### src/rmwc_pkg.sv
// Register map, field layout, timing and types of the reset, mode and watchdog controller
package rmwc_pkg;

   // Register addresses on the special-function / secondary bus port
   localparam logic [7:0] ADDR_BOR    = 8'h2e;
   localparam logic [7:0] ADDR_CLKCFG = 8'h84;
   localparam logic [7:0] ADDR_STAT   = 8'h85;
   localparam logic [7:0] ADDR_PWR    = 8'h87;
   localparam logic [7:0] ADDR_SOFT   = 8'h8e;
   localparam logic [7:0] ADDR_WTO    = 8'h91;
   localparam logic [7:0] ADDR_WEN    = 8'h92;
   localparam logic [7:0] ADDR_CAUSE  = 8'hd7;
   localparam logic [7:0] ADDR_IRQEN  = 8'he6;
   localparam logic [7:0] ADDR_IRC1   = 8'hf1;
   localparam logic [7:0] ADDR_IRQPR  = 8'hf6;

   // Reset values
   localparam logic [7:0] RST_BOR    = 8'h18;
   localparam logic [7:0] RST_CLKCFG = 8'h01;
   localparam logic [7:0] RST_ZERO   = 8'h00;
   localparam logic [7:0] RST_CAUSE  = 8'h02;

   // Implemented bits of each register
   localparam logic [7:0] MASK_BOR    = 8'h1f;
   localparam logic [7:0] MASK_CLKCFG = 8'h07;
   localparam logic [7:0] MASK_PWR    = 8'h01;
   localparam logic [7:0] MASK_STAT   = 8'h03;
   localparam logic [7:0] MASK_WTO    = 8'h07;
   localparam logic [7:0] MASK_IRQ    = 8'hfc;

   // Key value for soft reset and watchdog stop
   localparam logic [7:0] KEY_VALUE = 8'h55;

   // Reset-cause bit positions
   localparam int CAUSE_BOOT  = 7;
   localparam int CAUSE_DEBUG = 6;
   localparam int CAUSE_SOFT  = 5;
   localparam int CAUSE_PROG  = 4;
   localparam int CAUSE_PCOVF = 3;
   localparam int CAUSE_BO    = 2;
   localparam int CAUSE_PO    = 1;
   localparam int CAUSE_WDT   = 0;

   // Other field positions
   localparam int BOR_DIS_BIT = 4;
   localparam int BOR_DLY_BIT = 3;
   localparam int WAIT_BIT    = 2;
   localparam int LOWPWR_BIT  = 0;
   localparam int STAT_WDT    = 1;
   localparam int STAT_T2     = 0;
   localparam int IRQ7_BIT    = 7;

   // Global reset hold timing
   localparam int HOLD_W        = 20;
   localparam int CLK_PERIOD_NS = 20;
   localparam int GLB_HOLD_NS   = 20000000;
   localparam logic [HOLD_W-1:0] GLB_HOLD_CYC =
      HOLD_W'((GLB_HOLD_NS + CLK_PERIOD_NS - 1) / CLK_PERIOD_NS);
   localparam logic [HOLD_W-1:0] DBG_HOLD_CYC  = 20'h00001;
   localparam logic [HOLD_W-1:0] BOOT_HOLD_CYC = 20'h00003;

   // Watchdog timing in low-speed clock ticks
   localparam int WDT_W       = 17;
   localparam int LS_HZ       = 32000;
   localparam int WDT_BASE_MS = 18;
   localparam logic [WDT_W-1:0] WDT_BASE_TICKS = WDT_W'(WDT_BASE_MS * LS_HZ / 1000);

   // Pin synchroniser lanes
   localparam int SYNC_N    = 3;
   localparam int SYNC_LS   = 0;
   localparam int SYNC_BO_N = 1;
   localparam int SYNC_PROG = 2;
   localparam logic [SYNC_N-1:0] SYNC_IDLE = 3'h2;

   typedef enum logic [1:0] {
      RMWC_RUN  = 2'b01,
      RMWC_HOLD = 2'b10
   } rmwc_state_t;

   // Trip level index: 0=2.1V 1=2.8V 2=3.3V 3=3.7V 4=4.2V
   function automatic logic [2:0] rmwc_bor_level(input logic [2:0] code);
      rmwc_bor_level = code[2] ? 3'h4 : {1'b0, code[1:0]};
   endfunction

endpackage

### src/rmwc_top.sv
// Reset sequencer, working-mode control and watchdog with their registers
//
// What this block does
// RULE1: Cause bits 5,4,3: soft, programming, PC overflow
// RULE2: Cause bits 2,1,0: brown-out, power-on, watchdog
// RULE3: Cause bits 7,6: boot upgrade, trim debug
// RULE4: Cause flags survive resets, cleared by software
// RULE5: Writing 0x55 to soft-reset key resets
// RULE6: Watchdog reset holds global reset 20ms
// RULE7: Brown-out bit 4 disables detection
// RULE8: Brown-out bit 3 selects longer delay
// RULE9: Threshold code picks trip level, 1xx=4.2V
// RULE10: Brown-out config loads 0x18 on power-on only
// RULE11: Clock config bit 2 enters wait mode
// RULE12: Enabled interrupts wake chip from wait
// RULE13: Power control bit 0 enters low power
// RULE14: Hardware clears low-power bit on wake
// RULE15: Enabled listed interrupts wake from low power
// RULE16: Timeout is 18ms times two to setting
// RULE17: Normal-mode overflow causes global reset
// RULE18: Low-power overflow raises watchdog interrupt instead
// RULE19: Any timeout register write clears counter
// RULE20: Counter clear released on low-speed tick
// RULE21: Counter restarts from zero after overflow
// RULE22: 0x55 stops watchdog, other values enable
// RULE23: Status bit 1 set by watchdog interrupt
// RULE24: Shared interrupt enable and flag bit 7
// RULE25: Low-speed clock synchronised before use
// RULE26: All registers accessible on SFR port
`timescale 1ns/1ns
module rmwc_top
   import rmwc_pkg::*;
#(
   parameter logic [rmwc_pkg::HOLD_W-1:0] HOLD_CYC = rmwc_pkg::GLB_HOLD_CYC,
   parameter logic [rmwc_pkg::WDT_W-1:0]  WDT_BASE = rmwc_pkg::WDT_BASE_TICKS
) (
   input  wire logic       ref_clk,         // System clock
   input  wire logic       rst,             // Power-on reset, async
   input  wire logic [7:0] sfr_addr,        // Register address
   input  wire logic       sfr_wr,          // Write strobe
   input  wire logic       sfr_rd,          // Read strobe
   input  wire logic [7:0] sfr_wdata,       // Write data
   output logic      [7:0] sfr_rdata,       // Read data, next cycle
   input  wire logic       low_speed_osc,   // Low-speed oscillator pin
   input  wire logic       bor_trip_n,      // Brown-out comparator, low=trip
   input  wire logic       prog_en,         // Programming mode pin
   input  wire logic       pc_overflow,     // Core PC overflow
   input  wire logic       debug_rst_req,   // Trim configuration reset
   input  wire logic       boot_rst_req,    // Boot upgrade reset
   input  wire logic       timer2_irq,      // Timer2 event pulse
   input  wire logic       wake_wait_irq,   // Other enabled wait wakeups
   input  wire logic       wake_lp_irq,     // Other enabled low-power wakeups
   output logic            glb_rst,         // Global chip reset
   output logic            wait_mode,       // Wait mode active
   output logic            low_power_enter, // Low-power mode active
   output logic            core_halt,       // Core clock stopped
   output logic            periph_halt,     // UART and PWM stopped
   output logic            rc_1mhz_osc_off, // 1MHz RC and PLL stopped
   output logic            brownout_disable,      // Detector off
   output logic            brownout_delay_select, // Long delay
   output logic      [2:0] brownout_threshold_select, // Trip code
   output logic      [2:0] bor_level,       // Decoded trip level
   output logic            wdt_timer2_irq,  // Interrupt request to core
   output logic      [7:0] irq_priority_1   // Priority bits
);
   import rmwc_pkg::*;

   // Pin synchronisers
   logic [SYNC_N-1:0] sync1_r;
   logic [SYNC_N-1:0] sync2_r;
   logic [SYNC_N-1:0] pins;
   logic              ls_prev_r;
   logic              ls_tick;

   assign pins = {prog_en, bor_trip_n, low_speed_osc};

   genvar gi;
   generate
      for (gi = 0; gi < SYNC_N; gi++) begin : g_sync
         always_ff @(posedge ref_clk or posedge rst) begin
            // Idle pin level at reset, else a false brown-out trip follows
            if (rst) begin
               sync1_r[gi] <= SYNC_IDLE[gi];
               sync2_r[gi] <= SYNC_IDLE[gi];
            end else begin
               sync1_r[gi] <= pins[gi];
               sync2_r[gi] <= sync1_r[gi];
            end
         end
      end
   endgenerate

   always_ff @(posedge ref_clk or posedge rst) begin
      if (rst) begin
         ls_prev_r <= 1'b0;
      end else begin
         ls_prev_r <= sync2_r[SYNC_LS];
      end
   end

   assign ls_tick = sync2_r[SYNC_LS] & ~ls_prev_r; // RULE25

   // Register state
   logic [7:0] bor_r,   bor_nxt;
   logic [7:0] cause_r, cause_nxt;
   logic [7:0] clk_r,   clk_nxt;
   logic [7:0] stat_r,  stat_nxt;
   logic [7:0] pwr_r,   pwr_nxt;
   logic [7:0] soft_r,  soft_nxt;
   logic [7:0] wto_r,   wto_nxt;
   logic [7:0] wen_r,   wen_nxt;
   logic [7:0] irqen_r, irqen_nxt;
   logic [7:0] irc1_r,  irc1_nxt;
   logic [7:0] irqpr_r, irqpr_nxt;
   logic [7:0] rdata_r, rdata_nxt;

   // Sequencer and watchdog state
   rmwc_state_t       st_r, st_nxt;
   logic [HOLD_W-1:0] hcnt_r, hcnt_nxt;
   logic [7:0]        cause_set;
   logic [WDT_W-1:0]  wcnt_r, wcnt_nxt;
   logic [WDT_W-1:0]  wdt_last;
   logic              clr_pend_r, clr_pend_nxt;
   logic              wdt_ovf;
   logic              wdt_run;
   logic              wdt_irq_ev;
   logic              wdt_rst_ev;
   logic              soft_ev;
   logic              bo_lvl;
   logic              prog_lvl;
   logic              wake_wait;
   logic              wake_lp;

   function automatic logic wr_hit(input logic [7:0] a);
      wr_hit = sfr_wr && (sfr_addr == a);
   endfunction

   assign soft_ev    = wr_hit(ADDR_SOFT) && (sfr_wdata == KEY_VALUE); // RULE5
   assign bo_lvl     = ~sync2_r[SYNC_BO_N] & ~bor_r[BOR_DIS_BIT];     // RULE7
   assign prog_lvl   = sync2_r[SYNC_PROG];
   assign wdt_run    = (wen_r != KEY_VALUE);                          // RULE22
   assign wdt_irq_ev = wdt_ovf & pwr_r[LOWPWR_BIT];                   // RULE18
   assign wdt_rst_ev = wdt_ovf & ~pwr_r[LOWPWR_BIT];                  // RULE17
   assign wdt_last   = (WDT_BASE << wto_r[2:0]) - 17'h00001;          // RULE16

   // Global reset sequencer
   always_comb begin
      st_nxt    = st_r;
      hcnt_nxt  = hcnt_r;
      cause_set = RST_ZERO;
      cause_set[CAUSE_BO]   = bo_lvl;   // RULE2
      cause_set[CAUSE_PROG] = prog_lvl; // RULE1
      case (st_r)
         RMWC_RUN: begin
            if (bo_lvl || prog_lvl) begin
               st_nxt   = RMWC_HOLD;
               hcnt_nxt = HOLD_CYC;
            end else if (wdt_rst_ev) begin
               st_nxt   = RMWC_HOLD;
               hcnt_nxt = HOLD_CYC; // RULE6
               cause_set[CAUSE_WDT] = 1'b1; // RULE2
            end else if (soft_ev) begin
               st_nxt   = RMWC_HOLD;
               hcnt_nxt = HOLD_CYC;
               cause_set[CAUSE_SOFT] = 1'b1; // RULE1
            end else if (pc_overflow) begin
               st_nxt   = RMWC_HOLD;
               hcnt_nxt = HOLD_CYC;
               cause_set[CAUSE_PCOVF] = 1'b1; // RULE1
            end else if (debug_rst_req) begin
               st_nxt   = RMWC_HOLD;
               hcnt_nxt = DBG_HOLD_CYC;
               cause_set[CAUSE_DEBUG] = 1'b1; // RULE3
            end else if (boot_rst_req) begin
               st_nxt   = RMWC_HOLD;
               hcnt_nxt = BOOT_HOLD_CYC;
               cause_set[CAUSE_BOOT] = 1'b1; // RULE3
            end
         end
         RMWC_HOLD: begin
            if (bo_lvl || prog_lvl) begin
               hcnt_nxt = HOLD_CYC;
            end else if (hcnt_r <= DBG_HOLD_CYC) begin
               st_nxt = RMWC_RUN;
            end else begin
               hcnt_nxt = hcnt_r - DBG_HOLD_CYC;
            end
         end
         default: begin
            st_nxt   = RMWC_HOLD;
            hcnt_nxt = HOLD_CYC;
         end
      endcase
   end

   always_ff @(posedge ref_clk or posedge rst) begin
      if (rst) begin
         // Power-on hold uses the same configured length as other sources except debug and boot
         st_r   <= RMWC_HOLD;
         hcnt_r <= HOLD_CYC;
      end else begin
         st_r   <= st_nxt;
         hcnt_r <= hcnt_nxt;
      end
   end

   assign glb_rst = (st_r == RMWC_HOLD);

   // Watchdog counter on low-speed ticks
   always_comb begin
      wcnt_nxt     = wcnt_r;
      wdt_ovf      = 1'b0;
      clr_pend_nxt = clr_pend_r & ~ls_tick; // RULE20
      if (glb_rst || wr_hit(ADDR_WTO)) begin
         clr_pend_nxt = 1'b1; // RULE19
      end
      if (clr_pend_r) begin
         wcnt_nxt = '0;
      end else if (wdt_run && ls_tick) begin
         if (wcnt_r >= wdt_last) begin
            wcnt_nxt = '0; // RULE21
            wdt_ovf  = 1'b1;
         end else begin
            wcnt_nxt = wcnt_r + 17'h00001;
         end
      end
   end

   always_ff @(posedge ref_clk or posedge rst) begin
      if (rst) begin
         wcnt_r     <= '0;
         clr_pend_r <= 1'b1;
      end else begin
         wcnt_r     <= wcnt_nxt;
         clr_pend_r <= clr_pend_nxt;
      end
   end

   // Wake conditions
   assign wdt_timer2_irq = irc1_r[IRQ7_BIT] & irqen_r[IRQ7_BIT];     // RULE24
   assign wake_wait      = wake_wait_irq | wdt_timer2_irq;           // RULE12
   assign wake_lp        = wake_lp_irq | wdt_timer2_irq;             // RULE15

   // Register file
   always_comb begin
      bor_nxt   = bor_r;
      cause_nxt = cause_r;
      clk_nxt   = clk_r;
      stat_nxt  = stat_r;
      pwr_nxt   = pwr_r;
      soft_nxt  = soft_r;
      wto_nxt   = wto_r;
      wen_nxt   = wen_r;
      irqen_nxt = irqen_r;
      irc1_nxt  = irc1_r;
      irqpr_nxt = irqpr_r;
      rdata_nxt = rdata_r;
      if (wr_hit(ADDR_BOR)) begin
         bor_nxt = sfr_wdata & MASK_BOR; // RULE10
      end
      if (wr_hit(ADDR_CAUSE)) begin
         cause_nxt = sfr_wdata; // RULE4
      end
      cause_nxt = cause_nxt | cause_set;
      if (glb_rst) begin
         clk_nxt  = RST_CLKCFG;
         stat_nxt = RST_ZERO;
         pwr_nxt   = RST_ZERO;
         soft_nxt  = RST_ZERO;
         wto_nxt   = RST_ZERO;
         wen_nxt   = RST_ZERO; // RULE22
         irqen_nxt = RST_ZERO;
         irc1_nxt  = RST_ZERO;
         irqpr_nxt = RST_ZERO;
      end else begin
         if (wr_hit(ADDR_CLKCFG)) begin
            clk_nxt = sfr_wdata & MASK_CLKCFG; // RULE11
         end else if (clk_r[WAIT_BIT] && wake_wait) begin
            clk_nxt[WAIT_BIT] = 1'b0; // RULE12
         end
         if (wr_hit(ADDR_PWR)) begin
            pwr_nxt = sfr_wdata & MASK_PWR; // RULE13
         end else if (pwr_r[LOWPWR_BIT] && wake_lp) begin
            pwr_nxt[LOWPWR_BIT] = 1'b0; // RULE14
         end
         if (wr_hit(ADDR_SOFT)) begin
            soft_nxt = sfr_wdata;
         end
         if (wr_hit(ADDR_WTO)) begin
            wto_nxt = sfr_wdata & MASK_WTO;
            stat_nxt[STAT_WDT] = 1'b0; // RULE23
         end
         if (wr_hit(ADDR_WEN)) begin
            wen_nxt = sfr_wdata;
         end
         if (wr_hit(ADDR_STAT)) begin
            stat_nxt = sfr_wdata & MASK_STAT;
         end
         stat_nxt[STAT_WDT] = stat_nxt[STAT_WDT] | wdt_irq_ev; // RULE23
         stat_nxt[STAT_T2]  = stat_nxt[STAT_T2] | timer2_irq;
         if (wr_hit(ADDR_IRQEN)) begin
            irqen_nxt = sfr_wdata & MASK_IRQ;
         end
         if (wr_hit(ADDR_IRQPR)) begin
            irqpr_nxt = sfr_wdata & MASK_IRQ;
         end
         if (wr_hit(ADDR_IRC1)) begin
            irc1_nxt = sfr_wdata & MASK_IRQ;
         end
         irc1_nxt[IRQ7_BIT] = irc1_nxt[IRQ7_BIT] | wdt_irq_ev | timer2_irq; // RULE24
      end
      if (sfr_rd) begin
         case (sfr_addr) // RULE26
            ADDR_BOR:    rdata_nxt = bor_r;
            ADDR_CAUSE:  rdata_nxt = cause_r;
            ADDR_CLKCFG: rdata_nxt = clk_r;
            ADDR_STAT:   rdata_nxt = stat_r;
            ADDR_PWR:    rdata_nxt = pwr_r;
            ADDR_SOFT:   rdata_nxt = soft_r;
            ADDR_WTO:    rdata_nxt = wto_r;
            ADDR_WEN:    rdata_nxt = wen_r;
            ADDR_IRQEN:  rdata_nxt = irqen_r;
            ADDR_IRC1:   rdata_nxt = irc1_r;
            ADDR_IRQPR:  rdata_nxt = irqpr_r;
            default:     rdata_nxt = RST_ZERO;
         endcase
      end
   end

   always_ff @(posedge ref_clk or posedge rst) begin
      if (rst) begin
         bor_r   <= RST_BOR; // RULE10
         cause_r <= RST_CAUSE; // RULE2
         clk_r   <= RST_CLKCFG;
         stat_r  <= RST_ZERO;
         pwr_r   <= RST_ZERO;
         soft_r  <= RST_ZERO;
         wto_r   <= RST_ZERO;
         wen_r   <= RST_ZERO;
         irqen_r <= RST_ZERO;
         irc1_r  <= RST_ZERO;
         irqpr_r <= RST_ZERO;
         rdata_r <= RST_ZERO;
      end else begin
         bor_r   <= bor_nxt;
         cause_r <= cause_nxt;
         clk_r   <= clk_nxt;
         stat_r  <= stat_nxt;
         pwr_r   <= pwr_nxt;
         soft_r  <= soft_nxt;
         wto_r   <= wto_nxt;
         wen_r   <= wen_nxt;
         irqen_r <= irqen_nxt;
         irc1_r  <= irc1_nxt;
         irqpr_r <= irqpr_nxt;
         rdata_r <= rdata_nxt;
      end
   end

   // Mode and analog controls
   assign sfr_rdata                 = rdata_r;
   assign wait_mode                 = clk_r[WAIT_BIT];                      // RULE11
   assign low_power_enter           = pwr_r[LOWPWR_BIT];                    // RULE13
   assign core_halt                 = clk_r[WAIT_BIT] | pwr_r[LOWPWR_BIT];
   assign periph_halt               = clk_r[WAIT_BIT] | pwr_r[LOWPWR_BIT];
   assign rc_1mhz_osc_off           = pwr_r[LOWPWR_BIT];
   assign brownout_disable          = bor_r[BOR_DIS_BIT];                   // RULE7
   assign brownout_delay_select     = bor_r[BOR_DLY_BIT];                   // RULE8
   assign brownout_threshold_select = bor_r[2:0];
   assign bor_level                 = rmwc_bor_level(bor_r[2:0]);           // RULE9
   assign irq_priority_1            = irqpr_r;

endmodule

### config.mk
export PLATFORM = sky130hd
export DESIGN_NAME = rmwc_top
export DESIGN_NICKNAME = d
export VERILOG_FILES = /design/src/rmwc_pkg.sv /design/src/rmwc_top.sv
export SDC_FILE = /design/constraint.sdc
export NUM_CORES = 1
export LEC_CHECK = 0
export ABC_AREA = 1
export BUFFER_PORTS_ARGS = -buffer_cell sky130_fd_sc_hd__buf_2
export CAP_MARGIN = 5
export CELL_PAD_IN_SITES_DETAIL_PLACEMENT = 1
export CELL_PAD_IN_SITES_GLOBAL_PLACEMENT = 1
export CORE_MARGIN = 5
export CORE_UTILIZATION = 40
export DETAILED_ROUTE_END_ITERATION = 10
export PLACE_DENSITY_LB_ADDON = 0.08
export SLEW_MARGIN = 25
export SYNTH_ARGS = -nofsm -noshare
export SYNTH_HDL_FRONTEND = slang
export SYNTH_SLANG_ARGS = --single-unit
### constraint.sdc
create_clock -name ref_clk -period 2.85 [get_ports ref_clk]
set_input_delay 0.1425 -clock ref_clk [delete_from_list [all_inputs] [get_ports ref_clk]]
set_output_delay 0.1425 -clock ref_clk [all_outputs]
set_load 0.1 [all_outputs]
# Word level (Yosys, flattened, before mapping)
# Cells that the tools add are included.
# word_totals
regBits	140
out_inout_bits	31
# classes
addsub	3
magnitude_cmp	2
eq_ne	19
shifts	1
muxes	71
bitwise	19
n_reduce_logical	31
# op_table
op	n
20-bit 2-to-1 mux	8
8-bit 2-to-1 mux	19
8-bit case mux with 11 select lines	1
8-bit == test (second input constant)	10
17-bit 2-to-1 mux	3
20-bit case mux with 2 select lines	1
2-bit 2-to-1 mux	11
1-bit 2-to-1 mux	21
20-bit by 1-bit <= comparator with 1-bit output (second input constant)	1
2-bit nonzero test	10
20-bit by 1-bit subtractor with 20-bit output (second input constant)	1
17-bit by 1-bit adder with 17-bit output (second input constant)	1
17-bit greater-or-equal comparator	1
10-bit by 3-bit << shifter with 17-bit output (first input constant)	1
17-bit by 1-bit subtractor with 17-bit output (second input constant)	1
1-bit logical AND	15
3-bit 2-to-1 mux	4
8-bit by 6-bit == test with 1-bit output (second input constant)	1
8-bit by 7-bit == test with 1-bit output (second input constant)	1
8-bit by 7-bit != test with 1-bit output (second input constant)	1
8-bit bitwise OR	1
7-bit 2-to-1 mux	1
7-bit != test (second input constant)	1
1-bit bitwise OR	7
other kinds (13)	24

# Longest topological paths before layout
# depth
word_depth	11
ltp_mapped	23
mapped_depth_nobuf	23

# Worst setup path before layout
# Ideal clock, no wire load.
# synth_timing
path_type	reg-to-reg
from	reg wto_r[0]
to	reg hcnt_r[2]
arrival_time_ps	2640
t_required_ps	2785
path_slack_ps	145
stages_incl_launch_ff	22
n_path_buf	2
path_cell_list	dfrtp_1 > inv_1 > ha_1 > inv_1 > nor2_1 > inv_1 > nand4_1 > nor3_1 > xnor2_1 > ha_1 > nand2_1 > nor2_1 > nand2_1 > nor2_1 > nand2_1 > nand3_2 > nand3_4 > a21oi_2 > buf_6 > buf_8 > nand2_1 > nand2_1
# synth_between
elab_chain_cells	10
elab_cells_between_ends	12
classes_between	1 x add/sub; 1 x order compare; 1 x eq/ne; 1 x shift; 6 x mux; 1 x bitwise; 1 x reduce/logical
# synth_lines
item	line_no	text
start, declared	rmwc_top.sv:110	logic [7:0] wto_r, wto_nxt;
start signal, assigned	rmwc_top.sv:351	wto_r <= wto_nxt;
10-bit by 3-bit << shifter with 17-bit output (*)	rmwc_top.sv:144	assign wdt_last = (WDT_BASE << wto_r[2:0]) - 17'h00001;
17-bit by 1-bit subtractor with 17-bit output (*)	rmwc_top.sv:144	
17-bit greater-or-equal comparator (*)	rmwc_top.sv:220	if (wcnt_r >= wdt_last) begin
1-bit 2-to-1 mux (*)	rmwc_top.sv:220	
1-bit 2-to-1 mux (*)	rmwc_top.sv:219	end else if (wdt_run && ls_tick) begin
1-bit 2-to-1 mux (*)	rmwc_top.sv:217	if (clr_pend_r) begin
1-bit AND (*)	rmwc_top.sv:143	assign wdt_rst_ev = wdt_ovf & ~pwr_r[LOWPWR_BIT];
20-bit 2-to-1 mux	rmwc_top.sv:158	end else if (wdt_rst_ev) begin
20-bit 2-to-1 mux	rmwc_top.sv:155	if (bo_lvl || prog_lvl) begin
20-bit case mux with 2 select lines	rmwc_top.sv:153	case (st_r)
end signal, assigned	rmwc_top.sv:203	hcnt_r <= hcnt_nxt;
end, declared	rmwc_top.sv:119	logic [HOLD_W-1:0] hcnt_r, hcnt_nxt;
# Mark *: on every way between the ends. The rest lies on a longest branch, timed or not.
# A chain may end at the register's enable or synchronous reset.

# Worst setup path after layout
# layout_timing
from	reg wto_r[1]
to	reg hcnt_r[13]
# The elaborated chain is that of the path after synthesis.

==> results.md <==
- The clock transition at the registers of the reported paths is 0.09 ns.
- The post-synthesis cell type with the largest combined area is sky130_fd_sc_hd__dfrtp_1.
- For the final database, setup skew stands at 0.0145 ns.
- Setup repair after global routing could not meet its margin everywhere.
- The transition time at the pin with the least slew margin is 0.580 ns.
- No sink is reached through more buffers than the 2 on the longest clock path.
- The ratio of total power to cell area is 406 nW/µm².
- The first TritonRoute pass finished after 4 iterations.
- The number of design-rule violations left by the first detailed-router iteration is 319.
- The maximum ir drop on the vdd rail is 296 µV.
- Clock tree synthesis found a total of 111 sinks.
- The initial core utilization is 40.2%.
- The internal power component is 2.30 mW.
- For this run, the top clock speed supported by timing is 354 MHz.
- For this run, the post-layout net count is 1029.
- The wire length per cell after detailed routing is 18.0 µm.
- The signal on the critical path passes through ha_4, inv_2, nor2_4, nor2_1, o21ai_0, o21a_1, ha_4, nand2_1, nor2_2, nand2_2, a21oi_2, nor2_2, nand3_2, nand3_4, a21oi_4, buf_6, buf_12, nand2_1, o21ai_1.
- In this run switching power makes up 29.0% of total power.
- The logic gate share of total power is 9.6%.
- The sequential share of power is 50.2%.
- The clock network fraction of total power is 40.2%.
- The repair_antennas step left the layout with diodes totalling 0.
- The overall via count from detail_route is 6326.
- The average instance area after synthesis is 7.36 µm².
- Synthesis produced 897 cells.
- For the final routed database, the setup TNS stands at 0 ns.
- The most frequently used flop master after synthesis is sky130_fd_sc_hd__dfrtp_1.
- TritonCTS built the clock tree.
- The H-tree was split into 3 levels.
- The placed instances occupy a cell area of 7230 µm².
- The pin count of the biggest net entering global routing is 42.
- The required time of the critical path is 3.14 ns.
- The clock insertion delay at the later pin of the skew report is 0.37 ns.
- The worst relative slew slack is 61.3%.
- During placement, the flow inserted port buffers numbering 57.
- The die height is 138 µm.
- The sum of overflow across all layers after global routing is 0.
- The cell at the root of the clock tree is sky130_fd_sc_hd__clkbuf_16.
- The proportion of synthesized chip area in sequential cells is 42.4%.
- After synthesis, the cell types taking the most area are sky130_fd_sc_hd__dfrtp_1, sky130_fd_sc_hd__nand2_1, sky130_fd_sc_hd__inv_1.
- The post-layout minimum cycle time is 2.83 ns.
- The flip-flop and latch count after synthesis is 111.
- Routability-driven placement finished with a final weighted congestion of 0.879.
- The worst register-to-register path has a setup slack of 0.02 ns.
- Relative to the synthesized area, the layout overhead comes to 20.8%.
- Along the worst path, the maximum fanout reaches 8.
- The die is 138 µm wide.
- The detail-routed via count per cell is 5.25.
- The number of antenna violations at the first check in global routing was 0.
- In this run the core area contains 47 standard-cell rows.
- The finished cells cover 7970 µm².
- STA classifies the critical path endpoint as a flip-flop.
- The share of the synthesized area in the top cell type is 36.4%.
- The worst hold path class is input pin to flip-flop.
- Setup violations remaining at the end of the flow were counted as 0.
- The cell total after placement is 1176.
- The overall die area is 19200 µm².
- Once layout is complete, the cells apart from fillers number 1205.
- The largest incremental delay on the critical path is 0.46 ns.
- In this run the remaining antenna-violating nets after routing total 0.
- The number of global-route vias before repair was 6712.
- The fraction of registers with async set/reset is 100%.
- Across the run, the number of max-cap violations was 0.
- The count of flip-flops with a built-in enable after synthesis is 0.
- For this design the total switching power over the nets is 0.939 mW.
- Of the cells placed in the final design, the portion with a size suffix greater than 1 is 21.2%.
- The number of warnings reported in the yosys synthesis log is 0.
- The total core area is 16400 µm².
- The DRC violations left is 0.
- The cell with the largest stage delay on the worst path is sky130_fd_sc_hd__dfrtp_2.
- The critical path launch point type is a flip-flop.
- In the synthesized netlist, the cells that appear most often are sky130_fd_sc_hd__nand2_1, sky130_fd_sc_hd__inv_1, sky130_fd_sc_hd__dfrtp_1.
- Data arrives at the worst endpoint at 3.12 ns.
- Global routing consumed, over all layers together, 22.4% of the routing resources.
- The first-pass GRT wire length is 34800 µm.
- Cells fill 48.6% of the core in the end.
- The routed wire length is 21700 µm.
- After layout, the worst path uses 99.2% of the clock period.
- The most common cell in the synthesized netlist is sky130_fd_sc_hd__nand2_1.
- The synthesized netlist occupies a cell area of 6600 µm².
- After synthesis, the netlist uses 50 different library cells.
- The number of hold-slack violations in the final timing report was 0.
- In this run, CTS created clock tree buffers numbering 9.
- The run finished with clean final reports.
- The count of boundary I/O pins is 60.
- The start-to-end type of the worst setup path is flip-flop to flip-flop.
- The wire-length estimate of the detail-placed layout is 16200 µm.
- The leakage power is 3.81 nW.
- The count of pins over their slew limit is 0.
## registers in the layout (all words and copies together), names as in the netlist
| register | flops |
|---|---|
| st_r | 2 |
| sync2_r | 2 |
| wcnt_r | 17 |
| pwr_r | 1 |
| clr_pend_r | 1 |
| soft_r | 8 |
| clk_r | 3 |
| sync1_r | 3 |
| irqen_r | 6 |
| wen_r | 8 |
| sfr_rdata | 8 |
| stat_r | 2 |
| hcnt_r | 20 |
| cause_r | 8 |
| bor_r | 5 |
| ls_prev_r | 1 |
| irc1_r | 6 |
| irq_priority_1 | 6 |
| wto_r | 3 |
| prog_lvl | 1 |
## power by group through the flow
stage | clock (mW) | sequential [mW] | combinational [mW]
CTS | 1.34 | 1.62 | 0.311
finish | 1.30 | 1.63 | 0.311
floorplan | 0 | 1.69 | 0.178
global route | 1.40 | 1.63 | 0.340
global placement | 0 | 1.65 | 0.299
detailed placement | 0 | 1.65 | 0.305
## worst max-delay path: cells and delay by family (launching register included)
family,cells,cell delay [ns]
AND/OR/NAND/NOR,9,0.76
AO/OA/AOI/OAI,5,0.73
flip-flops,1,0.46
adder cells (fa/ha/maj),2,0.46
buffers and inverters,3,0.34
## per-layer routing
layer | vias up | wire length (µm) | track usage (%)
li1 | 3028 | - | -
met1 | 3165 | 9650 | 29.2
met2 | 108 | 10900 | 38.5
met3 | 25 | 823 | 4.11
met4 | 0 | 336 | 5.93
met5 | - | 0 | 0
## worst paths after layout
path,startpoint,to,depth (start not counted)
min in group asynchronous,rst,hcnt_r[8],3
hold reg to reg,sync1_r[0],sync2_r[0],0
setup reg to reg,wto_r[1],hcnt_r[13],19
setup / recovery,wto_r[1],hcnt_r[13],19
max in group asynchronous,rst,bor_r[3],4
hold / removal,sfr_wdata[3],bor_r[3],3
## layout make-up
class	instances	area, µm²
Fill cell	2039	8440
Sequential cell	111	2800
Inverter	123	470
Tap cell	220	275
Clock buffer	9	225
Clock inverter	7	75.1
Timing Repair Buffer	88	628
Multi-Input combinational cell	647	3490
## cell usage in the layout, fill, tap and decap left out, types with 13 or more instances in the layout
master,synthesis,final
sky130_fd_sc_hd__nand2_2,3,27
sky130_fd_sc_hd__ha_1,20,13
sky130_fd_sc_hd__nor2_1,85,77
sky130_fd_sc_hd__inv_1,116,108
sky130_fd_sc_hd__o21ai_0,77,70
sky130_fd_sc_hd__dfstp_2,15,15
sky130_fd_sc_hd__dfrtp_1,96,94
sky130_fd_sc_hd__a21oi_1,25,24
sky130_fd_sc_hd__nand3_1,38,38
sky130_fd_sc_hd__buf_2,2,57
sky130_fd_sc_hd__nor3_1,20,17
sky130_fd_sc_hd__nand4_1,13,13
sky130_fd_sc_hd__buf_4,5,14
sky130_fd_sc_hd__nand2_1,282,252
sky130_fd_sc_hd__xor2_1,18,18
## timing repair
item,4_1_cts,5_1_grt
buffers inserted,6,2
pin swaps,12,16
gates cloned,2,0
gates resized for setup,30,68
endpoints found under the setup margin,21,46
hold buffers,4,0
hold endpoints to repair,18,0
## through the flow
step | setup slack, ns | hold slack, ns | total power [mW]
after floorplan | 0.145 | 0.147 | 1.86
after global placement | 0.0252 | 0.233 | 1.95
after detailed placement | -0.0644 | 0.245 | 1.96
after CTS | -0.0430 | 0.00349 | 3.28
after global routing | -0.156 | 0.00608 | 3.37
final | 0.0237 | 0.00329 | 3.24
## kinds of logic after synthesis
family          synth area share (%)
fa+ha+maj                       3.79
flops                           42.4
buf+inv                         8.59
simple gates                    30.6
compound gates                  11.5
mux                            0.171
other cells                   0.0568
xor+xnor                        2.92
No activity file was read; power rests on OpenSTA's default activity.
